`config.mk`:
```
export PLATFORM = sky130hd
export DESIGN_NAME = ssrs_top
export DESIGN_NICKNAME = d
export VERILOG_FILES = /design/src/design/ssrs_pkg.sv /design/src/design/ssrs_buf.sv /design/src/design/ssrs_top.sv
export SDC_FILE = /design/constraint.sdc
export NUM_CORES = 1
export LEC_CHECK = 0
export ABC_AREA = 0
export BUFFER_PORTS_ARGS = -buffer_cell sky130_fd_sc_hd__buf_2
export CAP_MARGIN = 10
export CORE_MARGIN = 4
export CORE_UTILIZATION = 30
export CTS_CLUSTER_DIAMETER = 60
export CTS_CLUSTER_SIZE = 10
export DETAILED_ROUTE_END_ITERATION = 7
export PLACE_DENSITY_LB_ADDON = 0.15
export REMOVE_ABC_BUFFERS = 1
export SYNTH_ARGS = -nofsm -noshare
export SYNTH_HDL_FRONTEND = slang
export SYNTH_SLANG_ARGS = --single-unit
```
`constraint.sdc`:
```
create_clock -name clk_in -period 1.7 [get_ports clk_in]
set_clock_uncertainty 0.15 [all_clocks]
set_input_delay 0.17 -clock clk_in [delete_from_list [all_inputs] [get_ports clk_in]]
set_output_delay 0.17 -clock clk_in [all_outputs]
set_load 0.05 [all_outputs]
```
`src/design/ssrs_pkg.sv`:
```
// package of constants for the serial-in parallel-out shift register with storage
// assumes a single 25 MHz clock domain; all pins are sampled through synchronisers
package ssrs_pkg;
    localparam int STAGES = 8; // shift stages and storage bits
    localparam int LAST_STAGE = STAGES - 1; // stage that drives the cascade output
    localparam int SYNC_PINS = 5; // pins passed through the synchroniser
    localparam int PIN_SER = 0; // serial data pin index
    localparam int PIN_SHCLK = 1; // shift chain clock pin index
    localparam int PIN_STCLK = 2; // storage load clock pin index
    localparam int PIN_SHCLR = 3; // shift clear pin index
    localparam int PIN_STCLR = 4; // storage clear pin index
    localparam logic [SYNC_PINS-1:0] SYNC_RESET = 5'h00; // pin sync reset value
    localparam logic [STAGES-1:0] WORD_ZERO = 8'h00; // cleared word
    localparam logic [1:0] BUF_DEPTH = 2'h2; // entries in the load buffer
    localparam logic [1:0] BUF_EMPTY = 2'h0; // empty fill count
    localparam logic PTR_ZERO = 1'h0; // buffer pointer reset
    localparam logic PTR_STEP = 1'h1; // buffer pointer increment
    localparam logic [1:0] CNT_STEP = 2'h1; // fill count increment
endpackage : ssrs_pkg

```
`src/design/ssrs_buf.sv`:
```
// two-entry buffer with valid and ready on both sides and a flush
// assumes the same clock and reset as its parent
`timescale 1ns/1ps
module ssrs_buf
    import ssrs_pkg::*;
(
    input wire logic clk_in, // system clock
    input wire logic rst_n_in, // async reset, active low
    input wire logic flush_in, // drop every entry
    input wire logic in_valid_in, // word offered
    output logic in_ready_out, // room for a word
    input wire logic [ssrs_pkg::STAGES-1:0] in_data_in, // offered word
    output logic out_valid_out, // word available
    input wire logic out_ready_in, // word taken
    output logic [ssrs_pkg::STAGES-1:0] out_data_out // head word
);
    import ssrs_pkg::*;

    logic [STAGES-1:0] mem [2];
    logic [STAGES-1:0] next_mem [2];
    logic wr_ptr;
    logic rd_ptr;
    logic [1:0] count;
    logic next_wr_ptr;
    logic next_rd_ptr;
    logic [1:0] next_count;
    logic push;
    logic pop;

    // handshake flags are plain functions of the fill count
    assign in_ready_out = (count != BUF_DEPTH);
    assign out_valid_out = (count != BUF_EMPTY);
    assign out_data_out = mem[rd_ptr];
    assign push = in_valid_in && in_ready_out;
    assign pop = out_valid_out && out_ready_in;

    // next pointers, count and storage
    always_comb
    begin
        next_mem = mem;
        next_wr_ptr = wr_ptr;
        next_rd_ptr = rd_ptr;
        next_count = count;
        if (flush_in)
        begin
            next_wr_ptr = PTR_ZERO;
            next_rd_ptr = PTR_ZERO;
            next_count = BUF_EMPTY;
        end
        else
        begin
            if (push)
            begin
                next_mem[wr_ptr] = in_data_in;
                next_wr_ptr = wr_ptr + PTR_STEP;
            end
            if (pop)
                next_rd_ptr = rd_ptr + PTR_STEP;
            if (push && !pop)
                next_count = count + CNT_STEP;
            else if (pop && !push)
                next_count = count - CNT_STEP;
        end
    end

    // register buffer state
    always_ff @(posedge clk_in or negedge rst_n_in)
    begin
        if (!rst_n_in)
        begin
            mem[0] <= WORD_ZERO;
            mem[1] <= WORD_ZERO;
            wr_ptr <= PTR_ZERO;
            rd_ptr <= PTR_ZERO;
            count <= BUF_EMPTY;
        end
        else
        begin
            mem <= next_mem;
            wr_ptr <= next_wr_ptr;
            rd_ptr <= next_rd_ptr;
            count <= next_count;
        end
    end

    // the fill count never passes the depth
    a_buf_count_bound: assert property (@(posedge clk_in) disable iff (!rst_n_in)
        count <= BUF_DEPTH)
        else $error("buffer count above depth");
endmodule : ssrs_buf

```
`src/design/ssrs_top.sv`:
```
// serial-in parallel-out shift register feeding a storage register
// assumes every pin input is asynchronous to clk_in and changes slower than clk_in
// assumes out_ready_in comes from logic on clk_in and needs no synchroniser
// assumes every pin phase lasts at least two clk_in periods, or a pin edge may be lost
// Function
// RQ1: an eight-stage shift chain loads uninverted into an eight-bit storage register on the pins.
// RQ2: chain and storage act only on rising edges of their own independent clock pins.
// RQ3: with both clocks tied, storage takes the chain as it was before that edge.
// RQ4: both clears act as levels with no clock edge of their own needed.
// RQ5: a low shift clear forces all stages and the cascade output low, storage untouched.
// RQ6: a low storage clear forces the parallel outputs low, the chain untouched.
// RQ7: a storage edge under shift clear with storage clear released loads all zeros.
// RQ8: a shift edge takes serial in into stage 0, moves stages up, former stage 6 to cascade.
// RQ9: a storage edge with both clears released copies each stage to its parallel output.
// RQ10: both clocks rising together shift the chain and store the pre-shift contents.
// RQ11: the last stage drives the cascade output so a downstream part can chain from it.
// RQ12: the host presents each bit before a shift edge, sends eight shifts, then a storage pulse.
`timescale 1ns/1ps
module ssrs_top
    import ssrs_pkg::*;
(
    input wire logic clk_in, // 25 MHz system clock
    input wire logic rst_n_in, // async reset, active low
    input wire logic serial_in, // serial data pin
    input wire logic shift_chain_clock_in, // shift chain clock pin
    input wire logic storage_load_clock_in, // storage load clock pin
    input wire logic shift_clear_n_in, // shift clear pin, active low
    input wire logic storage_clear_n_in, // storage clear pin, active low
    input wire logic out_ready_in, // downstream accepts a parallel word
    output logic cascade_out, // last shift stage
    output logic [ssrs_pkg::STAGES-1:0] parallel_out, // storage register
    output logic load_ready_out // buffer can take a storage load
);
    import ssrs_pkg::*;

    logic [SYNC_PINS-1:0] pin_meta;
    logic [SYNC_PINS-1:0] pin_sync;
    logic shclk_prev;
    logic stclk_prev;
    logic [STAGES-1:0] chain;
    logic [STAGES-1:0] next_chain;
    logic [STAGES-1:0] store;
    logic [STAGES-1:0] next_store;
    logic next_load_ready;
    logic shift_rise;
    logic store_rise;
    logic shclr_off;
    logic stclr_off;
    logic [STAGES-1:0] load_word;
    logic buf_in_ready;
    logic buf_out_valid;
    logic [STAGES-1:0] buf_out_data;

    // two-flop synchroniser per pin; only the second stage is read
    genvar gi;
    generate
        for (gi = 0; gi < SYNC_PINS; gi++)
        begin : g_sync
            always_ff @(posedge clk_in or negedge rst_n_in)
            begin
                if (!rst_n_in)
                begin
                    pin_meta[gi] <= SYNC_RESET[gi];
                    pin_sync[gi] <= SYNC_RESET[gi];
                end
                else
                begin
                    pin_meta[gi] <= (gi == PIN_SER) ? serial_in :
                                    (gi == PIN_SHCLK) ? shift_chain_clock_in :
                                    (gi == PIN_STCLK) ? storage_load_clock_in :
                                    (gi == PIN_SHCLR) ? shift_clear_n_in : storage_clear_n_in;
                    pin_sync[gi] <= pin_meta[gi];
                end
            end
        end
    endgenerate

    // a pin change reaches pin_sync two edges after it is made and its edge flag at that same
    // edge; the flag lasts a single cycle because the history register follows at once
    // rising edges of the two independent clock pins
    assign shift_rise = pin_sync[PIN_SHCLK] && !shclk_prev; // [RQ2]
    assign store_rise = pin_sync[PIN_STCLK] && !stclk_prev; // [RQ2]
    assign shclr_off = pin_sync[PIN_SHCLR];
    assign stclr_off = pin_sync[PIN_STCLR];

    // word offered for storage: zeros under shift clear, else the pre-shift chain
    assign load_word = shclr_off ? chain : WORD_ZERO; // [RQ3] [RQ7] [RQ10]

    // next shift chain, storage and ready flag
    always_comb
    begin
        next_chain = chain;
        next_store = store;
        next_load_ready = buf_in_ready;
        if (!shclr_off)
            next_chain = WORD_ZERO; // [RQ4] [RQ5]
        else if (shift_rise)
            next_chain = {chain[LAST_STAGE-1:0], pin_sync[PIN_SER]}; // [RQ8] [RQ1]
        if (!stclr_off)
            next_store = WORD_ZERO; // [RQ4] [RQ6]
        else if (buf_out_valid && out_ready_in)
            next_store = buf_out_data; // [RQ9] [RQ1]
    end

    // register chain, storage, edge history and ready flag
    always_ff @(posedge clk_in or negedge rst_n_in)
    begin
        if (!rst_n_in)
        begin
            shclk_prev <= SYNC_RESET[PIN_SHCLK];
            stclk_prev <= SYNC_RESET[PIN_STCLK];
            chain <= WORD_ZERO;
            store <= WORD_ZERO;
            load_ready_out <= 1'h0;
        end
        else
        begin
            shclk_prev <= pin_sync[PIN_SHCLK];
            stclk_prev <= pin_sync[PIN_STCLK];
            chain <= next_chain;
            store <= next_store;
            load_ready_out <= next_load_ready;
        end
    end

    // outputs straight from flops
    assign cascade_out = chain[LAST_STAGE]; // [RQ11]
    assign parallel_out = store; // [RQ1]

    // storage loads queue here so a stalled receiver loses none of two words; a load into the full buffer is dropped
    ssrs_buf ssrs_buf_i (
        .clk_in(clk_in),
        .rst_n_in(rst_n_in),
        .flush_in(!stclr_off),
        .in_valid_in(store_rise && stclr_off),
        .in_ready_out(buf_in_ready),
        .in_data_in(load_word),
        .out_valid_out(buf_out_valid),
        .out_ready_in(out_ready_in),
        .out_data_out(buf_out_data)
    );

    // the checks below work on the synchronised pins and the edge flags, so every
    // expectation is stated in clk_in cycles after the detect edge

    // shift moves every stage up by one and takes the serial bit
    a_shift_moves: assert property (@(posedge clk_in) disable iff (!rst_n_in) // [RQ8]
        shift_rise && shclr_off
        |=> chain == {$past(chain[LAST_STAGE-1:0]), $past(pin_sync[PIN_SER])})
        else $error("shift chain did not shift");
    // cascade follows former stage six
    a_cascade_stage: assert property (@(posedge clk_in) disable iff (!rst_n_in) // [RQ11]
        shift_rise && shclr_off |=> cascade_out == $past(chain[LAST_STAGE-1]))
        else $error("cascade output wrong after shift");
    // shift clear zeroes the chain and keeps storage
    a_shclr_zero: assert property (@(posedge clk_in) disable iff (!rst_n_in) // [RQ5]
        !shclr_off && stclr_off && !(buf_out_valid && out_ready_in)
        |=> chain == WORD_ZERO && !cascade_out && $stable(parallel_out))
        else $error("shift clear misbehaved");
    // storage clear zeroes outputs and keeps the chain
    a_stclr_zero: assert property (@(posedge clk_in) disable iff (!rst_n_in) // [RQ6]
        !stclr_off && shclr_off && !shift_rise |=> parallel_out == WORD_ZERO && $stable(chain))
        else $error("storage clear misbehaved");
    // clear acts with no clock edge present
    a_clear_no_edge: assert property (@(posedge clk_in) disable iff (!rst_n_in) // [RQ4]
        !stclr_off && !store_rise |=> parallel_out == WORD_ZERO)
        else $error("storage clear needed an edge");
    // load under shift clear stores zeros
    a_load_zeros: assert property (@(posedge clk_in) disable iff (!rst_n_in) // [RQ7]
        store_rise && !shclr_off && stclr_off && !buf_out_valid && out_ready_in
        ##1 stclr_off && out_ready_in |=> parallel_out == WORD_ZERO)
        else $error("zeros not loaded");
    // load with both clears off copies the chain before any shift
    a_load_copy: assert property (@(posedge clk_in) disable iff (!rst_n_in) // [RQ9]
        store_rise && shclr_off && stclr_off && !buf_out_valid && out_ready_in
        ##1 stclr_off && out_ready_in |=> parallel_out == $past(chain, 2))
        else $error("storage did not copy chain");
    // tied clocks store the pre-shift chain while the chain moves on by one
    a_tied_lag: assert property (@(posedge clk_in) disable iff (!rst_n_in) // [RQ10] [RQ3]
        store_rise && shift_rise && shclr_off && stclr_off && !buf_out_valid && out_ready_in
        ##1 stclr_off && shclr_off && out_ready_in
        |=> parallel_out == $past(chain, 2)
        && chain == {$past(chain[LAST_STAGE-1:0], 2), $past(pin_sync[PIN_SER], 2)})
        else $error("storage not one shift behind");
    // no change without an edge
    a_edge_only: assert property (@(posedge clk_in) disable iff (!rst_n_in) // [RQ2]
        shclr_off && !shift_rise |=> $stable(chain))
        else $error("chain changed without edge");

    // a shift edge under shift clear leaves the chain empty
    a_shift_ignored: assert property (@(posedge clk_in) disable iff (!rst_n_in) // [RQ5]
        !shclr_off && shift_rise |=> chain == WORD_ZERO && !cascade_out)
        else $error("shift taken under shift clear");
    // cascade output stays low for as long as the shift clear is seen
    a_cascade_clear: assert property (@(posedge clk_in) disable iff (!rst_n_in) // [RQ5]
        !shclr_off |=> !cascade_out)
        else $error("cascade high under shift clear");
    // storage changes only through a load or a clear
    a_store_holds: assert property (@(posedge clk_in) disable iff (!rst_n_in) // [RQ9]
        stclr_off && !(buf_out_valid && out_ready_in) |=> $stable(parallel_out))
        else $error("storage changed without a load");
    // a storage edge under storage clear leaves the outputs low
    a_stclr_edge: assert property (@(posedge clk_in) disable iff (!rst_n_in) // [RQ6]
        !stclr_off && store_rise |=> parallel_out == WORD_ZERO)
        else $error("storage loaded under storage clear");
    // storage clear drops every queued load
    a_clear_flush: assert property (@(posedge clk_in) disable iff (!rst_n_in) // [RQ6]
        !stclr_off |=> !buf_out_valid)
        else $error("queued load kept under storage clear");
    // a storage edge into a full, stalled buffer is dropped and the buffer stays full
    a_full_drop: assert property (@(posedge clk_in) disable iff (!rst_n_in)
        store_rise && stclr_off && !buf_in_ready && !out_ready_in |=> !buf_in_ready)
        else $error("full buffer changed on a dropped load");

    // main scenarios: shift, tied clocks, stall, load under shift clear, edge under clear
    c_shift: cover property (@(posedge clk_in) disable iff (!rst_n_in)
        shift_rise && shclr_off);
    c_tied: cover property (@(posedge clk_in) disable iff (!rst_n_in)
        shift_rise && store_rise);
    c_stall: cover property (@(posedge clk_in) disable iff (!rst_n_in)
        !buf_in_ready);
    c_load_zeros: cover property (@(posedge clk_in) disable iff (!rst_n_in)
        store_rise && !shclr_off && stclr_off);
    c_store_cleared: cover property (@(posedge clk_in) disable iff (!rst_n_in)
        store_rise && !stclr_off);
endmodule : ssrs_top

```
# Word level (Yosys, flattened, before mapping)
# Cells that the tools add are included.
# W data, S select, Z words.
[word_totals] mem_bits_rw=0 latch_bits=0 elab_cells=66 memories=0 romBits=0 ff_bits=49
[classes] n_lt_le_gt_ge=3 eq_ne=5 addsub=4 n_shift=0 n_mul=0 n_mux=18 div=0 n_bitwise=2 reduce_logical=14
[ops] operator="$mux W8" n=9
[ops] operator="$bwmux W16" n=1
[ops] operator="$demux W8 S1" n=1
[ops] operator="$logic_and A1 B1 Y1" n=8
[ops] operator="$mux W2" n=3
[ops] operator="$ne A2 B1 Y1 const B" n=3
[ops] operator="$ge A2 B2 Y1 const B" n=2
[ops] operator="$logic_not A1 Y1" n=4
[ops] operator="$mux W1" n=4
[ops] operator="$not A1 Y2" n=2
[ops] operator="$ne A3 B1 Y1 const B" n=1
[ops] operator="$add A1 B1 Y1 const B" n=2
[ops] operator="$add A2 B1 Y2 const B" n=1
[ops] operator="$lt A2 B1 Y1 const B" n=1
[ops] operator="$ne A2 B2 Y1 const B" n=1
[ops] operator="$reduce_and A2 Y1" n=1
[ops] operator="$reduce_bool A2 Y1" n=1
[ops] operator="$sub A2 B1 Y2 const B" n=1

# Logic depth before layout (Yosys ltp)
# Gate-level depths: netlist (run 1).
[logic_depth] depth_word=9 mapped_depth=5

# Modules after synthesis
# A second synthesis (run 1) with hierarchy kept.
[hier_totals] cells_unflattened=155 area_unflattened_um2=2038.2
[modules_own_cells] module="ssrs_top" instances=1 area_per_inst_um2=1101.1 cells_per_inst=89
[modules_own_cells] module="ssrs_buf" instances=1 area_per_inst_um2=937.1 cells_per_inst=66

# Least setup slack after synthesis (run 1)
# No wires, ideal clock.
[synth_path] path_kind="reg-to-reg" startpoint="reg stclk_prev" endpoint="reg ssrs_buf_i.mem[10] (netlist bit)" period_less_slack_ps=1629 setup_ps=125 slack_ps=71 t_arrival_ps=1354 path_stages_with_launch=4 cell_sequence="dfrtp_1 nand2b_1 nor4_4 mux2_2"
[synth_between] elab_chain_len=5
[synth_rtl] item="start, declared" line_no="ssrs_top.sv:39" source="logic stclk_prev;"
[synth_rtl] item="start signal, assigned" line_no="ssrs_top.sv:111" source="stclk_prev <= SYNC_RESET[PIN_STCLK];"
[synth_rtl] item="start signal, assigned" line_no="ssrs_top.sv:119" source="stclk_prev <= pin_sync[PIN_STCLK];"
[synth_rtl] item="$logic_not A1 Y1" line_no="ssrs_top.sv:82" source="assign store_rise = pin_sync[PIN_STCLK] && !stclk_prev;"
[synth_rtl] item="$logic_and A1 B1 Y1" line_no="ssrs_top.sv:82"
[synth_rtl] item="$logic_and A1 B1 Y1" line_no="ssrs_top.sv:135" source=".in_valid_in(store_rise && stclr_off),"
[synth_rtl] item="$logic_and A1 B1 Y1" line_no="ssrs_buf.sv:34" source="assign push = in_valid_in && in_ready_out;"
[synth_rtl] item="$reduce_and A2 Y1 (no line)"
[synth_rtl] item="end signal, assigned" line_no="ssrs_buf.sv:79" source="mem <= next_mem;"
[synth_rtl] item="end, declared" line_no="ssrs_buf.sv:19" source="logic [STAGES-1:0] mem [2];"
# Every way passes these cells.
# A chain may end at the register's enable or synchronous reset.

# Final worst setup path (run 1)
[layout_path] startpoint="reg stclk_prev" endpoint="reg ssrs_buf_i.mem[5] (netlist bit)"
# The elaborated chain is that of the path after synthesis.

==> impl.org, run 1 <==
** Outcome
- Outcome :: complete, no violations

** Floorplan
- The die covers 7910 um2.
- In this run the count of I/O pins placed on the die edge is 18.
- Die Height :: 88.9 um
- Horizontal die dimension :: 88.9 um
- For this configuration, the core starts out at a cell density of 0.310.
- Row cnt :: 29
- Placeable core region :: 6350 um2

** Logic synthesis
- The cell area that synthesis handed to floorplanning was 1970 um2.
- Synthesis produced a netlist whose cell count is about 150.
- Number of flip-flops and latches in the synthesized netlist :: 49
- Yosys warns :: 0
- Mean area per synthesized cell :: roughly 13 um2
- Yosys mapped the design onto 25 distinct sky130hd cell types.
- Portion of the post-synthesis area used by sequential elements :: 0.624

** Drt
- Dividing the detail-routed wire length by the instance count gives 12.8 um.
- Total Routed Length :: 3330 um
- Across all layers, the routed design uses 1162 vias.
- Violation count after the first detailed-routing iteration :: 28
- The detail route stage leaves a number of antenna-violating nets equal to 0.
- In the final routing, the length of wire on met1 measures 1570 um.
- The first TritonRoute pass finished after 4 iterations.
- The highest layer touched by signal routing is met4.
- Via density :: around 4.5
- Summed over all nets, wire length on met3 after detailed routing comes to 177 um.
- Detailed routing placed a total of 1520 um of wire on met2.
- For this run, design rule violations remaining after detail routing come to 0.

** Timing
- Setup repair after global routing left no endpoint under its margin.
- Dividing the final minimum period by the clock period gives 0.956.
- Setup violations remaining at the end of the flow were counted as 0.
- Measured against its own limit, the worst slew margin works out to 0.593.
- Post-route setup slack :: 74.7 ps
- Setup_tns :: 0 ps
- Timing would allow up to 615 MHz.
- Fin. Hold Viols :: 0
- Minimum period implied by the final worst setup slack :: 1630 ps
- Final count of pins violating max slew :: 0
- Transition time at the pin with the least slew margin :: 610 ps

** CTS
- Clock-pin slew was measured on the worst setup and hold paths at 90 ps.
- The clock passes through at most 2 buffers.
- Clock sink count :: 49
- CTS placed an instance of sky130_fd_sc_hd__clkbuf_8 at the clock tree root.
- Buffers added to address setup during post-CTS repair amount to 0.
- Number of H-tree branching levels :: 2
- Clock tree from TritonCTS :: yes
- Buffers inserted during clock tree synthesis total 5.
- Clock latency on the worst-skew pair :: 300 ps

** Pwr
- Dividing total power by cell area gives a power density of 1000 nW/um2.
- Of the total power, the clock network draws 0.408.
- LEAKAGE :: 1.05 nW
- Sequential group share of total power :: 0.518
- Combinational Power Share :: 0.074
- Switching power as a share of total power :: 0.222
- Cell internal pwr :: 1.85 mW
- IR drop worst, VDD :: 0.509 mV
- In this run the power spent charging and discharging nets is 0.526 mW.

** Global routing
- Global-route wire length before repair :: approximately 5600 um
- GR Overflow Total :: 0
- Entering global routing, the biggest net connects 50 pins.
- Antenna violations before repair :: 0
- For this run, the total global-route usage over all layers was measured as 0.0958.
- Via count of the first global-routing pass :: 1147

** Setup path
- Among all stages on the critical path, the largest delay is contributed by sky130_fd_sc_hd__dfrtp_1.
- Walking the worst path, the cells encountered are nand2b_2 > nor3_4 > buf_12 > mux2_2.
- Crit Path Class :: register to register
- Broken down by cell family, the worst path's largest delay share belongs to simple AND/OR/NAND/NOR gates.
- Required @ worst endpoint :: 1740 ps
- For this run, the slowest stage of the critical path takes 400 ps.
- Sort of element at the start of the critical path :: register
- Data on the critical path arrives at its endpoint at approximately 1700 ps.
- Maximum fanout along the worst path :: 8
- STA classifies the critical path endpoint as a register.
- Together, buffers and inverters on the worst path number 1.

** Cells and area
- Net total in the final layout :: between 150 and 200
- Compared with the post-synthesis result, the final layout area differs by 20.6%.
- In the final layout, the share of cells above drive strength 1 is 0.288.
- The repair_antennas step left the layout with diodes totalling 0.

** Worst hold path
- In this run the worst hold path is classified as input port to register.

** Placed design
- Routability-driven placement congestion ratio :: between 0.7 and 0.8
- Sum of net half-perimeters after detailed placement :: ~2300 um
- PortBufs :: 17
- Worst-case setup slack after placement :: approximately 34 ps

** Job
- Across the run, the number of max-cap violations was 0.
flip-flops by register name, indices dropped and copies added, names as in the netlist:
name               cells
parallel_out           8
ssrs_buf_i.count       2
pin_meta               5
pin_sync               3
ssrs_buf_i.wr_ptr      1
shclk_prev             1
stclk_prev             1
load_ready_out         1
stclr_off              1
chain                  8
ssrs_buf_i.mem        16
ssrs_buf_i.rd_ptr      1
shclr_off              1
per-layer routing:
layer / up-vias / track usage
met1: 556 / 0.123
li1: 584 / -
met5: - / 0
met3: 5 / 0.0424
met2: 17 / 0.141
met4: 0 / 0.0406
Yosys cell counts, drive strengths merged:
library cell	n	area [um2]
or3	2	15.0
o21ai	3	15.0
clkbuf	4	15.0
a211oi	8	60.1
nor3	1	16.3
nor4b	1	8.76
buf	3	15.0
mux2	16	180
nor4	1	21.3
a2111o	1	11.3
nand2b	2	12.5
a31oi	1	6.26
nand2	18	67.6
mux2i	8	80.1
a21oi	2	10.0
o21a	1	7.51
and2	8	50.1
xnor2	1	8.76
inv	3	11.3
a21boi	8	60.1
nand3b	1	7.51
nor2	9	33.8
dfrtp	49	1230
nor2b	3	26.3
power by group through the flow:
stage                     clock network [mW]  logic (mW)  registers [mW]
after floorplan                            0      0.0646            1.29
after global placement                     0       0.166            1.25
after detailed placement                   0       0.170            1.25
after CTS                               1.00       0.180            1.23
after global routing                    1.06       0.194            1.24
final                                  0.969       0.176            1.23
placed cells by master, fill, tap and decap left out, types with 2 or more instances in the layout:
master and instances:
sky130_fd_sc_hd__a211oi_1 8, sky130_fd_sc_hd__a21boi_0 8, sky130_fd_sc_hd__a21oi_1 2, sky130_fd_sc_hd__and2_1 8, sky130_fd_sc_hd__buf_2 17, sky130_fd_sc_hd__buf_4 5
sky130_fd_sc_hd__bufinv_16 2, sky130_fd_sc_hd__clkbuf_8 5, sky130_fd_sc_hd__dfrtp_1 49, sky130_fd_sc_hd__dlygate4sd3_1 6, sky130_fd_sc_hd__inv_1 3, sky130_fd_sc_hd__mux2_2 16
sky130_fd_sc_hd__mux2i_1 8, sky130_fd_sc_hd__nand2_1 18, sky130_fd_sc_hd__nor2_1 9, sky130_fd_sc_hd__nor2b_1 2, sky130_fd_sc_hd__o21ai_0 3, sky130_fd_sc_hd__or3_2 2
worst min-delay path, cell delays in order:
cell and delay [ps]:
sky130_fd_sc_hd__buf_2 130, sky130_fd_sc_hd__o21ai_0 70, sky130_fd_sc_hd__a31oi_1 70
metrics by stage:
| step | util | power (mW) | cell area (um2) | hold slack [ps] | cells |
|---|---|---|---|---|---|
| after global routing | 0.373 | 2.49 | 2370 | 53.0 | 261 |
| final | 0.373 | 2.37 | 2370 | 27.6 | 261 |
| after floorplan | - | 1.35 | 1940 | -276 | 147 |
| after detailed placement | 0.342 | 1.42 | 2170 | 130 | 247 |
| after CTS | 0.373 | 2.41 | 2370 | 15.8 | 261 |
| after global placement | 0.342 | 1.42 | 2170 | 129 | 247 |
timing repair:
action	in CTS	in global routing
gates resized for setup	0	1
hold endpoints to repair	54	0
hold buffers	6	0
setup endpoints to repair	0	16
final timing paths:
check                                       from                         endpoint  cells past startpoint  slack [ps]
setup / recovery            stclk_prev$_DFF_PN0_    ssrs_buf_i.mem[5]$_DFFE_PN0P_                      4          70
hold / removal                      out_ready_in  ssrs_buf_i.count[0]$_DFFE_PN0P_                      3          30
setup reg to reg            stclk_prev$_DFF_PN0_    ssrs_buf_i.mem[5]$_DFFE_PN0P_                      4          70
hold reg to reg            pin_meta[4]$_DFF_PN0_              stclr_off$_DFF_PN0_                      0         200
max in group asynchronous               rst_n_in    ssrs_buf_i.mem[3]$_DFFE_PN0P_                      3         650
min in group asynchronous               rst_n_in      parallel_out[7]$_DFFE_PN0P_                      3         340
kinds of logic after synthesis:
family,Yosys count,share of synthesized area
AOI/OAI and AO/OA,24,0.0866
buffers and inverters,10,0.0210
muxes,24,0.132
xor gates and xnor gates,1,0.00446
DFF,49,0.624
and+or+nand+nor,46,0.132
area by class of cell:
type	instances	area, um2
Tap cell	77	96.3
Clock buffer	5	68.8
Timing Repair Buffer	29	203
Clock inverter	3	65.1
Multi-Input combinational cell	95	701
Sequential cell	49	1230
Fill cell	617	3980
Inverter	3	11.3
Note: power is estimated with default switching activity, not from simulation.
==> run 2: changes to the inputs <==
==> constraint.sdc (replaced) <==
create_clock -name clk_in -period 1.9 [get_ports clk_in]
set_clock_uncertainty 0.15 [all_clocks]
set_input_delay 0.19 -clock clk_in [delete_from_list [all_inputs] [get_ports clk_in]]
set_output_delay 0.19 -clock clk_in [all_outputs]
set_load 0.05 [all_outputs]
==> run 2 against run 1 <==
  * Clock power is 34% lower
  * Sequential share of layout area is 1.1 points higher
  * Total power is 20% lower
  * Critical path type unchanged
  * Final area is 2.0% lower
  * Via count is 0.52% higher
  * Fmax is 3.1% lower
  * Critical path depth stayed put
==> impl.org, run 2 (same netlist as run 1, synthesis figures left out) <==
** Outcome
- Outcome :: complete, no violations

** Cells and area
- Net total in the final layout :: 190 (-0.52%)
- The count of non-filler cells in the finished layout is 260 (-0.38%).
- The number of diodes added for antenna fixing is 0 (unchanged).
- Register with the highest flop count :: ssrs_buf_i.mem
- The area of all placed cells without fillers was 2320 um2 (-2.0%).
- The total area of multi-input combinational cells came to 698 um2 (-0.36%).
- Fraction of final layout cells with drive strength greater than 1 :: 0.279 (-0.00935)
- The area growth from synthesis to layout is 18.2%.
- Area of all sequential standard cells :: 1230 um2 (unchanged)
- The filler cell count is 619 (+0.32%).
- Top library cells by usage in the layout, fill and taps aside :: sky130_fd_sc_hd__dfrtp_1, sky130_fd_sc_hd__nand2_1, sky130_fd_sc_hd__buf_2
- The flip-flop count of the largest register after layout was 16 (unchanged).
- Most common cell after layout, fill and taps aside :: sky130_fd_sc_hd__dfrtp_1

** Global routing
- The maximum number of pins on one net before global-route repair was 27 (-46%).
- Global-route total usage across every layer :: 0.0964 (+0.000588)
- Via count of the first global-routing pass :: 1197 (+4.4%)
- Global-route wire length before repair :: 5780 um (+3.2%)
- GR Overflow Total :: 0 (unchanged)
- The number of antenna violations at the first check in global routing came to 0 (unchanged).

** Placed design
- Total placed cells including tap cells :: 246 (-0.40%)
- Routability-driven placement congestion ratio :: 0.685 (-2.5%)
- Sum of net half-perimeters after detailed placement :: 2360 um (+3.2%)
- PortBufs :: 17 (unchanged)
- Dpl cell area :: 2170 um2 (-0.35%)

** Drt
- DRC violation count after routing :: 0 (unchanged)
- Post-DR wirelength/cell :: 12.7 um (-0.40%)
- Violation count after the first detailed-routing iteration :: 22 (-21%)
- The routed via count divided by cell count came to 4.49 (+0.90%).
- Count of TritonRoute iterations in the first routing pass :: 3 (-1)
- Total Routed Length :: 3310 um (-0.78%)
- Antenna Violating Nets Remaining :: 0 (unchanged)
- The total number of vias is 1168 (+0.52%).

** Timing
- Max-slew headroom :: 0.617 (+0.0234)
- Transition time at the pin with the least slew margin :: 575 ps (-35.1 ps)
- Final setup viols :: 0 (unchanged)
- The part of the cycle the worst path needs came to 0.883 (-0.0734).
- Final count of pins violating max slew :: 0 (unchanged)
- Setup_tns :: 0 ps (unchanged)
- The highest attainable clock frequency is 596 MHz (-3.1%).
- Unrepaired setup endpoints after global routing :: no
- The clock period minus final worst setup slack came to 1680 ps (+51.8 ps).
- Fin. Hold Viols :: 0 (unchanged)

** Pwr
- Total power per unit cell area :: 816 nW/um2 (-18%)
- LEAKAGE :: 1.03 nW (-2.0%)
- IR drop worst, VDD :: 0.360 mV (-29%)
- Overall Power :: 1.90 mW (-20%)

** Setup path
- The endpoint required time on the critical path was 1930 ps (+190 ps).
- Critical path data arrival time :: 1710 ps (+50 ps)
- The signal on the critical path passes through nand2b_1 > nor3_4 > buf_4 > mux2_2.
- The worst setup path is launched from a register.
- Delay of the slowest cell on the worst path :: 390 ps (about the same)
- Crit Path Class :: register to register
- The slowest stage of the critical path is the sky130_fd_sc_hd__dfrtp_1 cell.
- The highest net fanout along the worst path came to 8 (unchanged).
- The number of cell instances on the worst register-to-register path is 4 (unchanged).
- Kind of capture point of the worst setup path :: register
- CP Depth :: 4 (unchanged)
- Delay-heaviest family, CP :: simple AND/OR/NAND/NOR gates
- Number of buffer and inverter stages on the critical path :: 1 (unchanged)

** CTS
- Number of H-tree branching levels :: 2 (unchanged)
- The worst-skew pair later-pin latency was 300 ps (about the same).
- Number of buffers created by CTS :: 5 (unchanged)
- Worst-path clk slew :: 90 ps (about the same)
- CTS root buf :: sky130_fd_sc_hd__clkbuf_8
- The cts-stage hold buffer count was 6 (unchanged).
- The maximum count of clock buffers along a single path came to 2 (unchanged).
- The number of setup buffers added after CTS is 0 (unchanged).
- The number of clock sinks was 49 (unchanged).
- TritonCTS built the clock tree.
- The post-cts gate resize count was 0 (unchanged).

** Floorplan
- Row cnt :: 29 (unchanged)
- The die area was 7910 um2 (unchanged).
- I/O pin count :: 18 (unchanged)
- The die boundary height was 88.9 um (unchanged).
- Placeable core region :: 6350 um2 (unchanged)
- Initial Utilization :: 0.310 (unchanged)
- Horizontal die dimension :: 88.9 um (unchanged)

** Worst hold path
- Worst hold-check path type :: input port to register
- The number of instances on the worst hold path is 3 (unchanged).

** Job
- Max_cap viols :: 0 (unchanged)
run 2: cell types whose count changed in the layout (fill, tap and decap cells not counted), sizes merged:
cell / delta
buf: -1
bufinv: -2
clkbuf: +1
clkinv: +1
run 2: power by group:
group	switching [mW]	total [mW]	internal [mW]
Combinational	0.0990	0.159	0.0598
Sequential	0.0271	1.10	1.07
Clock	0.343	0.638	0.295
Total	0.469	1.90	1.43
run 2: layer usage:
layer | GRT usage | share of wire
met5 | 0 | 0
met4 | 0.0406 | 0.017
met3 | 0.0276 | 0.042
met2 | 0.150 | 0.46
met1 | 0.126 | 0.48
run 2: final cells by class:
cell class / count / area share
Clock buffer: 6 / 0.0355
Clock inverter: 2 / 0.00592
Inverter: 3 / 0.00485
Multi-Input combinational cell: 95 / 0.300
Sequential cell: 49 / 0.528
Tap cell: 77 / 0.0415
Timing Repair Buffer: 28 / 0.0840
run 2: path summary, 6_finish.rpt:
check | start | to | slack (ps)
worst max-delay path | stclk_prev$_DFF_PN0_ | ssrs_buf_i.mem[2]$_DFFE_PN0P_ | 220
worst min-delay path | out_ready_in | ssrs_buf_i.count[0]$_DFFE_PN0P_ | 50
worst max register to register | stclk_prev$_DFF_PN0_ | ssrs_buf_i.mem[2]$_DFFE_PN0P_ | 220
worst min register to register | pin_meta[4]$_DFF_PN0_ | stclr_off$_DFF_PN0_ | 200
max in group asynchronous | rst_n_in | ssrs_buf_i.mem[0]$_DFFE_PN0P_ | 790
min in group asynchronous | rst_n_in | parallel_out[6]$_DFFE_PN0P_ | 270
run 2: worst min-delay path, cell delays in order:
cell and delay (ps):
sky130_fd_sc_hd__buf_2 130, sky130_fd_sc_hd__o21ai_0 70, sky130_fd_sc_hd__a31oi_1 70
run 2: per-stage QoR:
step	util	setup WS [ps]	hold WS (ps)
after floorplan	-	258	-256
after global placement	0.341	271	57.6
after detailed placement	0.341	234	68.5
after CTS	0.366	218	47.7
after global routing	0.366	156	95.4
final	0.366	223	49.8
